==> src/encoder_irq_consts.vh <==
// constants for the encoder interrupt clear, force and status block
`ifndef ENCODER_IRQ_CONSTS_VH
`define ENCODER_IRQ_CONSTS_VH

// bus geometry
`define AXI_ADDR_W         8
`define AXI_DATA_W         32
`define REG_W              16

// register byte offsets
`define OFF_IRQ_FLAG       8'h00
`define OFF_IRQ_CLEAR      8'h04
`define OFF_IRQ_FORCE      8'h08
`define OFF_ENC_STATUS     8'h0C

// interrupt flag, clear and force bit positions
`define BIT_GLOBAL_INT     0
`define BIT_EVT_LO         1
`define BIT_EVT_HI         11
`define EVT_W              11

// status bit positions
`define STS_COUNT_ERR      0
`define STS_STICKY_LO      1
`define STS_STICKY_HI      3
`define STS_IDX_LATCH_DIR  4
`define STS_CUR_DIR        5
`define STS_FIRST_IDX_DIR  6
`define STS_UNIT_POS       7

// reset values
`define RST_EVT_FLAGS      11'h000
`define RST_FORCE          11'h000
`define RST_STICKY         3'h7
`define RST_COUNT_ERR      1'b0
`define RST_GLOBAL_INT     1'b0

// response codes
`define RESP_OKAY          2'h0
`define RESP_SLVERR        2'h2

`endif

==> src/sticky_bits.v <==
// vector of sticky flags: hardware set wins over software clear
module sticky_bits #(
  parameter WIDTH = 11
) (
  input  wire             clk_sys,
  input  wire             rst_n,
  input  wire [WIDTH-1:0] rst_val,
  input  wire [WIDTH-1:0] set_bits,
  input  wire [WIDTH-1:0] clr_bits,
  output wire [WIDTH-1:0] flags
);

  reg [WIDTH-1:0] flag_reg;   // held flags

  genvar i;
  generate
    for (i = 0; i < WIDTH; i = i + 1) begin : g_bit
      // one flag: set beats clear in the same cycle
      always @(posedge clk_sys) begin
        if (!rst_n) begin
          flag_reg[i] <= rst_val[i];
        end else if (set_bits[i]) begin
          flag_reg[i] <= 1'b1;
        end else if (clr_bits[i]) begin
          flag_reg[i] <= 1'b0;
        end
      end
    end
  endgenerate

  assign flags = flag_reg;

endmodule // sticky_bits

==> src/axi_lite_port.v <==
// axi4-lite slave handshake front end, one write and one read at a time
`include "encoder_irq_consts.vh"
module axi_lite_port (
  input  wire                   clk_sys,
  input  wire                   rst_n,
  input  wire [`AXI_ADDR_W-1:0] s_axi_awaddr,
  input  wire                   s_axi_awvalid,
  output reg                    s_axi_awready,
  input  wire [`AXI_DATA_W-1:0] s_axi_wdata,
  input  wire [3:0]             s_axi_wstrb,
  input  wire                   s_axi_wvalid,
  output reg                    s_axi_wready,
  output reg  [1:0]             s_axi_bresp,
  output reg                    s_axi_bvalid,
  input  wire                   s_axi_bready,
  input  wire [`AXI_ADDR_W-1:0] s_axi_araddr,
  input  wire                   s_axi_arvalid,
  output reg                    s_axi_arready,
  output reg  [`AXI_DATA_W-1:0] s_axi_rdata,
  output reg  [1:0]             s_axi_rresp,
  output reg                    s_axi_rvalid,
  input  wire                   s_axi_rready,
  output wire                   wr_fire,
  output reg  [`AXI_ADDR_W-1:0] wr_addr,
  output reg  [`AXI_DATA_W-1:0] wr_data,
  output reg  [3:0]             wr_strb,
  input  wire                   wr_err,
  output wire                   rd_fire,
  output reg  [`AXI_ADDR_W-1:0] rd_addr,
  input  wire [`AXI_DATA_W-1:0] rd_data,
  input  wire                   rd_err
);

  reg aw_held;   // write address captured
  reg w_held;    // write data captured
  reg ar_held;   // read address captured

  assign wr_fire = aw_held & w_held & ~s_axi_bvalid;
  assign rd_fire = ar_held & ~s_axi_rvalid;

  // write channels: take address and data in any order, answer after both
  always @(posedge clk_sys) begin
    if (!rst_n) begin
      s_axi_awready <= 1'b1;
      s_axi_wready  <= 1'b1;
      s_axi_bvalid  <= 1'b0;
      s_axi_bresp   <= `RESP_OKAY;
      aw_held       <= 1'b0;
      w_held        <= 1'b0;
      wr_addr       <= {`AXI_ADDR_W{1'b0}};
      wr_data       <= {`AXI_DATA_W{1'b0}};
      wr_strb       <= 4'h0;
    end else begin
      if (s_axi_awvalid && s_axi_awready) begin
        aw_held       <= 1'b1;
        wr_addr       <= s_axi_awaddr;
        s_axi_awready <= 1'b0;
      end
      if (s_axi_wvalid && s_axi_wready) begin
        w_held       <= 1'b1;
        wr_data      <= s_axi_wdata;
        wr_strb      <= s_axi_wstrb;
        s_axi_wready <= 1'b0;
      end
      if (wr_fire) begin
        aw_held      <= 1'b0;
        w_held       <= 1'b0;
        s_axi_bvalid <= 1'b1;
        s_axi_bresp  <= wr_err ? `RESP_SLVERR : `RESP_OKAY;
      end else if (s_axi_bvalid && s_axi_bready) begin
        s_axi_bvalid  <= 1'b0;
        s_axi_awready <= 1'b1;
        s_axi_wready  <= 1'b1;
      end
    end
  end

  // read channel: data registered one cycle after the address is held
  always @(posedge clk_sys) begin
    if (!rst_n) begin
      s_axi_arready <= 1'b1;
      s_axi_rvalid  <= 1'b0;
      s_axi_rresp   <= `RESP_OKAY;
      s_axi_rdata   <= {`AXI_DATA_W{1'b0}};
      ar_held       <= 1'b0;
      rd_addr       <= {`AXI_ADDR_W{1'b0}};
    end else begin
      if (s_axi_arvalid && s_axi_arready) begin
        ar_held       <= 1'b1;
        rd_addr       <= s_axi_araddr;
        s_axi_arready <= 1'b0;
      end
      if (rd_fire) begin
        ar_held      <= 1'b0;
        s_axi_rvalid <= 1'b1;
        s_axi_rdata  <= rd_data;
        s_axi_rresp  <= rd_err ? `RESP_SLVERR : `RESP_OKAY;
      end else if (s_axi_rvalid && s_axi_rready) begin
        s_axi_rvalid  <= 1'b0;
        s_axi_arready <= 1'b1;
      end
    end
  end

endmodule // axi_lite_port

==> src/encoder_irq_clear_force_status.v <==
// encoder interrupt flag, clear, force and status registers behind axi4-lite
// usage notes
// flag word ignores writes
// clear word reads as zero
// unmapped words answer slverr
// hardware set beats software clear
// rearm leaves global low one cycle
// status levels lag one cycle
// force writes pulse, never hold
// irq_enable comes from outside
`include "encoder_irq_consts.vh"
module encoder_irq_clear_force_status (
  input  wire                   clk_sys,
  input  wire                   rst_n,

  // register bus
  // write address, data, response
  input  wire [`AXI_ADDR_W-1:0] s_axi_awaddr,
  input  wire                   s_axi_awvalid,
  output wire                   s_axi_awready,
  input  wire [`AXI_DATA_W-1:0] s_axi_wdata,
  input  wire [3:0]             s_axi_wstrb,
  input  wire                   s_axi_wvalid,
  output wire                   s_axi_wready,
  output wire [1:0]             s_axi_bresp,
  output wire                   s_axi_bvalid,
  input  wire                   s_axi_bready,
  // read address and data
  input  wire [`AXI_ADDR_W-1:0] s_axi_araddr,
  input  wire                   s_axi_arvalid,
  output wire                   s_axi_arready,
  output wire [`AXI_DATA_W-1:0] s_axi_rdata,
  output wire [1:0]             s_axi_rresp,
  output wire                   s_axi_rvalid,
  input  wire                   s_axi_rready,

  // event pulses from the encoder units
  input  wire                   unit_timeout_evt,
  input  wire                   index_latch_evt,
  input  wire                   strobe_latch_evt,
  input  wire                   compare_match_evt,
  input  wire                   compare_ready_evt,
  input  wire                   count_overflow_evt,
  input  wire                   count_underflow_evt,
  input  wire                   watchdog_expiry_evt,
  input  wire                   direction_change_evt,
  input  wire                   phase_error_evt,
  input  wire                   count_error_evt,

  // per-event interrupt enables, bit 0 unused
  input  wire [`REG_W-1:0]      irq_enable,

  // status sources
  // direction and unit levels
  input  wire                   unit_position_seen,
  input  wire                   first_index_direction,
  input  wire                   current_direction,
  input  wire                   index_latched_direction,
  // sticky and index pulses
  input  wire                   capture_overflow_pulse,
  input  wire                   capture_direction_pulse,
  input  wire                   first_index_pulse,
  input  wire                   index_event_pulse,
  input  wire                   index_count_error,

  // interrupt request to the system
  output reg                    irq_req,
  output reg                    irq_active
);

  // bus front-end strobes
  wire                   wr_fire;      // one-cycle write commit
  wire [`AXI_ADDR_W-1:0] wr_addr;      // held write address
  wire [`AXI_DATA_W-1:0] wr_data;      // held write data
  wire [3:0]             wr_strb;      // held byte strobes

  wire                   rd_fire;      // one-cycle read commit
  wire [`AXI_ADDR_W-1:0] rd_addr;      // held read address
  reg  [`AXI_DATA_W-1:0] rd_data;      // read mux result
  wire                   wr_err;       // write to unmapped word
  wire                   rd_err;       // read from unmapped word

  // register state
  reg  [`EVT_W-1:0]      force_reg;    // stored force pattern
  reg  [`EVT_W-1:0]      force_next;

  reg                    int_reg;      // global interrupt flag
  reg                    int_next;

  reg                    count_err_reg;  // counter error status
  reg                    count_err_next;

  reg  [3:0]             dir_sts_reg;  // registered direction/unit bits
  wire [`EVT_W-1:0]      evt_flags;    // per-event flags 11..1
  wire [2:0]             sticky_sts;   // capture/index sticky bits

  // decoded write data
  wire [`REG_W-1:0]      wr_masked;    // strobe-masked low half

  wire                   wr_clear;     // write hits clear register
  wire                   wr_force;     // write hits force register
  wire                   wr_status;    // write hits status register

  wire [`EVT_W-1:0]      evt_in;       // incoming event pulses
  wire [`EVT_W-1:0]      evt_force;    // events forced by software
  wire [`EVT_W-1:0]      evt_clear;    // flags cleared by software

  wire [2:0]             sticky_clr;   // status bits cleared by software
  wire [2:0]             sticky_set;   // status bits set by hardware

  wire                   pending;      // enabled flag outstanding
  wire [`REG_W-1:0]      flag_word;    // flag register image
  wire [`REG_W-1:0]      force_word;   // force register image
  wire [`REG_W-1:0]      status_word;  // status register image

  // word index is addr[7:2]
  // true when an address selects the given register word
  function addr_is;
    input [`AXI_ADDR_W-1:0] addr;
    input [`AXI_ADDR_W-1:0] off;
    begin
      addr_is = (addr[`AXI_ADDR_W-1:2] == off[`AXI_ADDR_W-1:2]);
    end
  endfunction

  // true when an address selects any mapped word
  function addr_mapped;
    input [`AXI_ADDR_W-1:0] addr;
    begin
      addr_mapped = addr_is(addr, `OFF_IRQ_FLAG) | addr_is(addr, `OFF_IRQ_CLEAR) |
                    addr_is(addr, `OFF_IRQ_FORCE) | addr_is(addr, `OFF_ENC_STATUS);
    end
  endfunction

  // lanes 2 and 3 are dropped
  // keeps only the bytes whose strobe is set, low 16 bits
  function [`REG_W-1:0] lane_mask;
    input [`AXI_DATA_W-1:0] data;
    input [3:0]             strb;
    begin
      lane_mask = {data[15:8] & {8{strb[1]}}, data[7:0] & {8{strb[0]}}};
    end
  endfunction

  // bus slave handshake
  // one write, one read in flight
  axi_lite_port u_bus (
    .clk_sys       (clk_sys),
    .rst_n         (rst_n),
    .s_axi_awaddr  (s_axi_awaddr),
    .s_axi_awvalid (s_axi_awvalid),
    .s_axi_awready (s_axi_awready),
    .s_axi_wdata   (s_axi_wdata),
    .s_axi_wstrb   (s_axi_wstrb),
    .s_axi_wvalid  (s_axi_wvalid),
    .s_axi_wready  (s_axi_wready),
    .s_axi_bresp   (s_axi_bresp),
    .s_axi_bvalid  (s_axi_bvalid),
    .s_axi_bready  (s_axi_bready),
    .s_axi_araddr  (s_axi_araddr),
    .s_axi_arvalid (s_axi_arvalid),
    .s_axi_arready (s_axi_arready),
    .s_axi_rdata   (s_axi_rdata),
    .s_axi_rresp   (s_axi_rresp),
    .s_axi_rvalid  (s_axi_rvalid),
    .s_axi_rready  (s_axi_rready),
    .wr_fire       (wr_fire),
    .wr_addr       (wr_addr),
    .wr_data       (wr_data),
    .wr_strb       (wr_strb),
    .wr_err        (wr_err),
    .rd_fire       (rd_fire),
    .rd_addr       (rd_addr),
    .rd_data       (rd_data),
    .rd_err        (rd_err)
  );

  // unmapped words answer with a slave error
  assign wr_err = ~addr_mapped(wr_addr);
  assign rd_err = ~addr_mapped(rd_addr);

  // write decode
  // uses the held address, stable
  // for the whole commit cycle
  assign wr_masked = lane_mask(wr_data, wr_strb);
  assign wr_clear  = wr_fire & addr_is(wr_addr, `OFF_IRQ_CLEAR);
  assign wr_force  = wr_fire & addr_is(wr_addr, `OFF_IRQ_FORCE);
  assign wr_status = wr_fire & addr_is(wr_addr, `OFF_ENC_STATUS);

  // event pulses packed at their flag positions 11 down to 1
  assign evt_in = {unit_timeout_evt,     // bit 11
                   index_latch_evt,      // bit 10
                   strobe_latch_evt,     // bit 9
                   compare_match_evt,    // bit 8
                   compare_ready_evt,    // bit 7
                   count_overflow_evt,   // bit 6
                   count_underflow_evt,  // bit 5
                   watchdog_expiry_evt,  // bit 4
                   direction_change_evt, // bit 3
                   phase_error_evt,      // bit 2
                   count_error_evt};     // bit 1

  // a one in a force bit raises that event, a zero does nothing
  assign evt_force = wr_force ? wr_masked[`BIT_EVT_HI:`BIT_EVT_LO] : {`EVT_W{1'b0}};

  // a one in a clear bit drops that flag, a zero keeps it
  assign evt_clear = wr_clear ? wr_masked[`BIT_EVT_HI:`BIT_EVT_LO] : {`EVT_W{1'b0}};

  // per-event flags; a hardware or forced set wins over a clear
  // events and forces share set side
  sticky_bits #(
    .WIDTH (`EVT_W)
  ) u_evt_flags (
    .clk_sys  (clk_sys),
    .rst_n    (rst_n),
    .rst_val  (`RST_EVT_FLAGS),
    .set_bits (evt_in | evt_force),
    .clr_bits (evt_clear),
    .flags    (evt_flags)
  );

  // any enabled flag outstanding
  // enable bit 0 is unused
  assign pending = |(evt_flags & irq_enable[`BIT_EVT_HI:`BIT_EVT_LO]);

  // global flag: raised by a pending flag only while low, held until cleared
  // a bit 0 clear while low is moot;
  // a pending flag then wins
  always @* begin
    int_next = int_reg;
    if (!int_reg) begin
      int_next = pending;
    end else if (wr_clear && wr_masked[`BIT_GLOBAL_INT]) begin
      int_next = 1'b0;
    end
  end

  // global flag and request pulse registers
  // irq_req marks the rising cycle
  // irq_active mirrors the stored flag
  always @(posedge clk_sys) begin
    if (!rst_n) begin
      int_reg    <= `RST_GLOBAL_INT;
      irq_req    <= 1'b0;
      irq_active <= 1'b0;
    end else begin
      int_reg    <= int_next;
      irq_req    <= ~int_reg & int_next;
      irq_active <= int_next;
    end
  end

  // force register keeps the last written per-event pattern
  // readback only; pulse is evt_force
  always @* begin
    force_next = force_reg;
    if (wr_force) begin
      force_next = wr_masked[`BIT_EVT_HI:`BIT_EVT_LO];
    end
  end

  // force register storage
  always @(posedge clk_sys) begin
    if (!rst_n) begin
      force_reg <= `RST_FORCE;
    end else begin
      force_reg <= force_next;
    end
  end

  // capture overflow, capture direction and first index are sticky
  assign sticky_set = {capture_overflow_pulse, capture_direction_pulse, first_index_pulse};
  assign sticky_clr = wr_status ? wr_masked[`STS_STICKY_HI:`STS_STICKY_LO] : 3'h0;

  // status sticky bits, set wins over a write-one clear
  // reset to ones; software clears
  sticky_bits #(
    .WIDTH (3)
  ) u_sts_sticky (
    .clk_sys  (clk_sys),
    .rst_n    (rst_n),
    .rst_val  (`RST_STICKY),
    .set_bits (sticky_set),
    .clr_bits (sticky_clr),
    .flags    (sticky_sts)
  );

  // counter error status follows the last index transition only
  // error level read only at index
  always @* begin
    count_err_next = count_err_reg;
    if (index_event_pulse) begin
      count_err_next = index_count_error;
    end
  end

  // counter error status and direction bits registers
  // levels registered for the mux
  always @(posedge clk_sys) begin
    if (!rst_n) begin
      count_err_reg <= `RST_COUNT_ERR;
      dir_sts_reg   <= 4'h0;
    end else begin
      count_err_reg <= count_err_next;
      dir_sts_reg   <= {unit_position_seen, first_index_direction,
                        current_direction, index_latched_direction};
    end
  end

  // register images, reserved bits zero
  assign flag_word   = {4'h0, evt_flags, int_reg};
  assign force_word  = {4'h0, force_reg, 1'b0};
  assign status_word = {8'h00, dir_sts_reg, sticky_sts, count_err_reg};

  // read mux; the clear register reads as zero
  // captured at the read commit
  always @* begin
    rd_data = {`AXI_DATA_W{1'b0}};
    if (addr_is(rd_addr, `OFF_IRQ_FLAG)) begin
      rd_data = {16'h0000, flag_word};
    end else if (addr_is(rd_addr, `OFF_IRQ_FORCE)) begin
      rd_data = {16'h0000, force_word};
    end else if (addr_is(rd_addr, `OFF_ENC_STATUS)) begin
      rd_data = {16'h0000, status_word};
    end
  end

endmodule // encoder_irq_clear_force_status

==> config.mk <==
export PLATFORM = sky130hd
export DESIGN_NAME = encoder_irq_clear_force_status
export DESIGN_NICKNAME = d
export VERILOG_FILES = /design/src/sticky_bits.v /design/src/axi_lite_port.v /design/src/encoder_irq_clear_force_status.v
export VERILOG_INCLUDE_DIRS = /design/src
export SDC_FILE = /design/constraint.sdc
export NUM_CORES = 1
export LEC_CHECK = 0
export BUFFER_PORTS_ARGS = -buffer_cell sky130_fd_sc_hd__buf_2
export CAP_MARGIN = 10
export CORE_MARGIN = 4
export CORE_UTILIZATION = 52
export DETAILED_ROUTE_END_ITERATION = 12
export PLACE_DENSITY = 0.85
export REMOVE_ABC_BUFFERS = 1
export SYNTH_ARGS = -nofsm -noshare
export SYNTH_HDL_FRONTEND = slang
export SYNTH_SLANG_ARGS = --single-unit
==> constraint.sdc <==
create_clock -name clk_sys -period 5.1 [get_ports clk_sys]
set_clock_uncertainty 0.2 [all_clocks]
set_input_delay 0.51 -clock clk_sys [delete_from_list [all_inputs] [get_ports clk_sys]]
set_output_delay 0.51 -clock clk_sys [all_outputs]
set_load 0.05 [all_outputs]
# Yosys cells after proc, flatten, opt, wreduce, memory -nomap -nowiden
# Index checks and enable logic that the tools add are counted.
totals:
  regBits: 106
  wordCells: 133
op_classes:
  n_bitwise: 21
  eq_ne: 6
  reduce_logical: 27
  muxes: 45
ops:
  columns: ["op", "count"]
  rows:
  - ["two-way mux 1 bit", 37]
  - ["nonzero test 2 bit", 13]
  - ["equality test 6 x 2 -> 1 bit, second input constant", 4]
  - ["two-way mux 12 bit", 2]
  - ["two-way mux 11 bit", 2]
  - ["equality test 6 x 1 -> 1 bit, second input constant", 2]
  - ["logical NOT 6 bit", 2]
  - ["AND 11 bit", 1]
  - ["OR 11 bit", 1]
  - ["OR reduction 11 bit", 1]
  - ["OR reduction 2 bit", 5]
  - ["AND 8 bit", 1]
  - ["two-way mux 8 bit", 1]
  - ["AND 1 bit", 7]
  - ["logical AND 1 bit", 6]
  - ["OR 1 bit", 6]
  - ["AND 4 bit", 1]
  - ["two-way mux 2 bit", 2]
  - ["inverter 1 bit", 4]
  - ["two-way mux 3 bit", 1]

# Depth between registers and ports, before layout
depth:
  depth_word: 7
  mapped_depth: 6
  ltp_nobuf: 4

# Hierarchy
# From an unflattened synthesis, not the netlist that was laid out.
unflattened:
  hier_cells: 612
  area_unflattened_um2: 5626.6
by_module_without_submodules:
  columns: ["module", "area_each_um2", "seq_area_each_um2", "cells_per_inst", "n_inst"]
  rows:
  - ["axi_lite_port", 3688.5, 1881.8, 410, 1]
  - ["encoder_irq_clear_force_status", 1222.4, 360.3, 158, 1]
  - ["sticky_bits (u_evt_flags)", 565.5, 330.3, 35, 1]
  - ["sticky_bits (u_sts_sticky)", 150.1, 90.1, 9, 1]

# Worst setup path before layout
# OpenSTA, ideal clock, no wires.
synth_path:
  kind: "register to register"
  start: "reg u_bus.s_axi_bvalid"
  end: "reg u_sts_sticky.flag_reg[0] (netlist: u_sts_sticky.flags[0])"
  synth_period_minus_slack_ps: 2092
  slack_ps: 3008
  arrival_time_ps: 1765
  path_stages_with_launch: 6
  required_time_ps: 4773
  setup_time_ps: 127
  cell_sequence: "dfxtp_1 -> nand3b_1 -> or2_1 -> buf_6 -> o31a_1 -> or3_1"
synth_via:
  elab_chain_len: 4
synth_lines:
  columns: ["item", "line_no", "source"]
  rows:
  - ["from (decl)", "axi_lite_port.v:14", "output reg s_axi_bvalid,"]
  - ["from (signal assigned)", "axi_lite_port.v:46", "s_axi_bvalid <= 1'b0;"]
  - ["from (signal assigned)", "axi_lite_port.v:68", "s_axi_bvalid <= 1'b1;"]
  - ["from (signal assigned)", "axi_lite_port.v:71", "s_axi_bvalid <= 1'b0;"]
  - ["inverter 1 bit", "axi_lite_port.v:38", "assign wr_fire = aw_held & w_held & ~s_axi_bvalid;"]
  - ["AND 1 bit", "axi_lite_port.v:38", null]
  - ["AND 1 bit", "encoder_irq_clear_force_status.v:188", "assign wr_status = wr_fire & addr_is(wr_addr, `OFF_ENC_STATUS);"]
  - ["two-way mux 3 bit", "encoder_irq_clear_force_status.v:273", "assign sticky_clr = wr_status ? wr_masked[`STS_STICKY_HI:`STS_STICKY_LO] : 3'h0;"]
  - ["to (signal, indexed assignment)", "sticky_bits.v:21", "flag_reg[i] <= rst_val[i];"]
  - ["to (decl)", "sticky_bits.v:13", "reg [WIDTH-1:0] flag_reg;"]
# No other way between the ends.
# A chain may end at the register's enable or synchronous reset.

==> flow_summary.ini <==
[status]
status = finished clean

[power]
switching_share_pct = 28.1
p_comb_share_pct = 14.2
power_frac_seq_pct = 49.5
leakagePower_nw = 1.64
p_switching_w = 0.000392
power.share.clock_pct = 36.4
p_total_w = 0.00140
internal-power_w = 0.00100
peakVddDrop_uv = 206
p_per_area_nw_per_um2 = 355

[sta]
finalMaxSlewViolations = 0
grt_setup_unrepaired = no
slew-limit-headroom_pct = 33.6
tns_ns = 0
setup_violations = 0
worst_slew_pin_slew_ns = 0.995
fin_crit_sh_pct = 45.4
fin_hold_ws_ns = 0.147
hold_viol_final = 0
period_minus_slack_ns = 2.32
fmax_mhz = 432

[cts]
postCtsSetupBuffers = 0
clk_pin_slew_worst_paths_ns = 0.08
cts_buffers = 9
holdBufCountCts = 0
insertion_delay_ns = 0.35
htreeDepth = 3
cts-root-buf = clkbuf_8
cts_sinks = 80
cts_tree = built
clk_path_buf_depth = 2
cts.repair.resized = 0

[floorplanning]
start_util_pct = 53.6
core_area_um2 = 6350
ioPinCount = 138
dieArea_um2 = 7900
rows = 29
fp.dieW_um = 88.9
die_h_um = 88.9

[route]
ant_nets = 0
drt-wirelength-per-cell_um = 14.4
drt-vias-per-instance = 5.46
routed_wl_um = 8130
drt_iter0_markers = 174
drcViolationCount = 0
num_vias = 3089
drt_pass1_iterations = 5

[worst_setup_path]
endpoint_kind = flop
crit_type = input port to flop
worstPathArrival_ns = 2.41
cp-start-kind = input port
reg2reg_slack_ns = 2.81
crit_path_max_fanout = 33
cp.required_ns = 5.19

[flow_run]
maxCapViolCount = 0

[finish]
n_fill_cell = 568
syn_to_final_growth_pct = 15.7
top_regs = u_bus.s_axi_rdata: 12 flops, u_bus.wr_data: 12 flops
diodes = 0
final_cells = 566
drive_above_1_share_pct = 21.3
nNetsFinal = 579

[placement]
dp_cells = 550
dp_hpwl_um = 5800
place.gp.congestion = 0.888
io_buffers = 84

[synth]
synth_ff_type = dfxtp_1
synth.distinct_cells = 35
synth_top_area_share_pct = 47.1
synth_area_leaders = dfxtp_1 47%, nand2_1 8.9%, a21oi_1 6.8%
syn_area_um2 = 3400
ys_top_cells_by_count = 81 x nand2_1, 80 x dfxtp_1, 46 x a21oi_1, 46 x nand3_1
synthCells = 418
avgSynthCellArea_um2 = 8.14
ys_ff_latch = 80
synth_area_leader_cell = dfxtp_1
synth-async-reset-ratio_pct = 0
yosysMostFrequentCell = nand2_1
yosysSeqAreaShare_pct = 47.1
yosys_warnings = 0
synth_edf_count = 0

[global_route]
antenna_found_initial = 0
grt-ovfl-total = 0
grt_pass1_vias = 2720
grt_max_degree = 34
grtUsageTotal_pct = 20.6
grt_pass1_wl_um = 12500

[worst_hold_path]
min_path_type = input port to flop
[layout make-up]
| class | instances | area [um2] | area share (%) |
|---|---|---|---|
| clock buffer | 10 | 138 | 3.50 |
| clock inverter | 6 | 82.6 | 2.10 |
| inverter | 9 | 33.8 | 0.858 |
| multi-input combinational | 298 | 1550 | 39.4 |
| sequential | 80 | 1600 | 40.7 |
| tap | 77 | 96.3 | 2.45 |
| timing repair buffer | 86 | 435 | 11.1 |
[metal layers]
layer / vias to the layer above / routed length (um) / global-route usage [%]
met2: 141 / 3760 / 32.3
met5: - / 0 / 0
met1: 1395 / 3430 / 27.0
met4: 0 / 239 / 10.7
li1: 1534 / - / -
met3: 19 / 700 / 3.82
[layout by cell type, fill, tap and decap left out, drive strengths merged, types with 10 or more instances in the layout]
| master | count |
|---|---|
| nand2 | 81 |
| nand3 | 46 |
| mux2i | 12 |
| clkbuf | 10 |
| a21oi | 46 |
| nor2 | 15 |
| a22oi | 11 |
| dfxtp | 80 |
| conb | 22 |
| o21ai | 11 |
| buf | 86 |
[per-stage QoR]
step	instance area [um2]	utilization [%]	worst slack [ns]
5_1_grt	3940	62.0	2.63
3_5_place_dp	3720	58.5	2.44
4_1_cts	3940	62.0	2.79
3_3_place_gp	3720	58.5	2.46
6_report	3940	62.0	2.78
2_1_floorplan	3190	-	2.96
[logic make-up (layout without fill, tap and decap cells)]
kind of cell	after synthesis	in the layout	synth area share, %
multiplexers	12	12	3.53
flip-flops	80	80	47.1
other	1	22	0.110
buffers and inverters	61	111	9.67
AND/OR/NAND/NOR	173	173	23.3
AO/OA/AOI/OAI	91	91	16.3
[worst paths after layout]
check | from | to | cells past startpoint
max reg2reg | u_bus.wr_addr[4]$_SDFFE_PN0P_ | u_sts_sticky.flags[0]$_SDFFE_PP1P_ | 4
min reg2reg | u_bus.s_axi_rdata[9]$_SDFFE_PN0P_ | u_bus.s_axi_rdata[9]$_SDFFE_PN0P_ | 2
min | first_index_pulse | u_sts_sticky.flags[0]$_SDFFE_PP1P_ | 2
max | rst_n | int_reg$_SDFF_PN0_ | 5
[power by group through the flow]
stage	Sequential (W)	Clock, W	Combinational, W
global placement	0.000704	0	0.000193
global route	0.000696	0.000537	0.000215
detailed placement	0.000705	0	0.000197
finish	0.000691	0.000508	0.000198
floorplan	0.000729	0	0.000106
CTS	0.000690	0.000516	0.000198
[worst max-delay path, stage by stage]
cell and delay, ns:
buf_2 0.43, inv_1 0.56, buf_4 0.42, a311oi_1 0.32
nand2b_1 0.14
No activity file was read; power rests on OpenSTA's default activity.
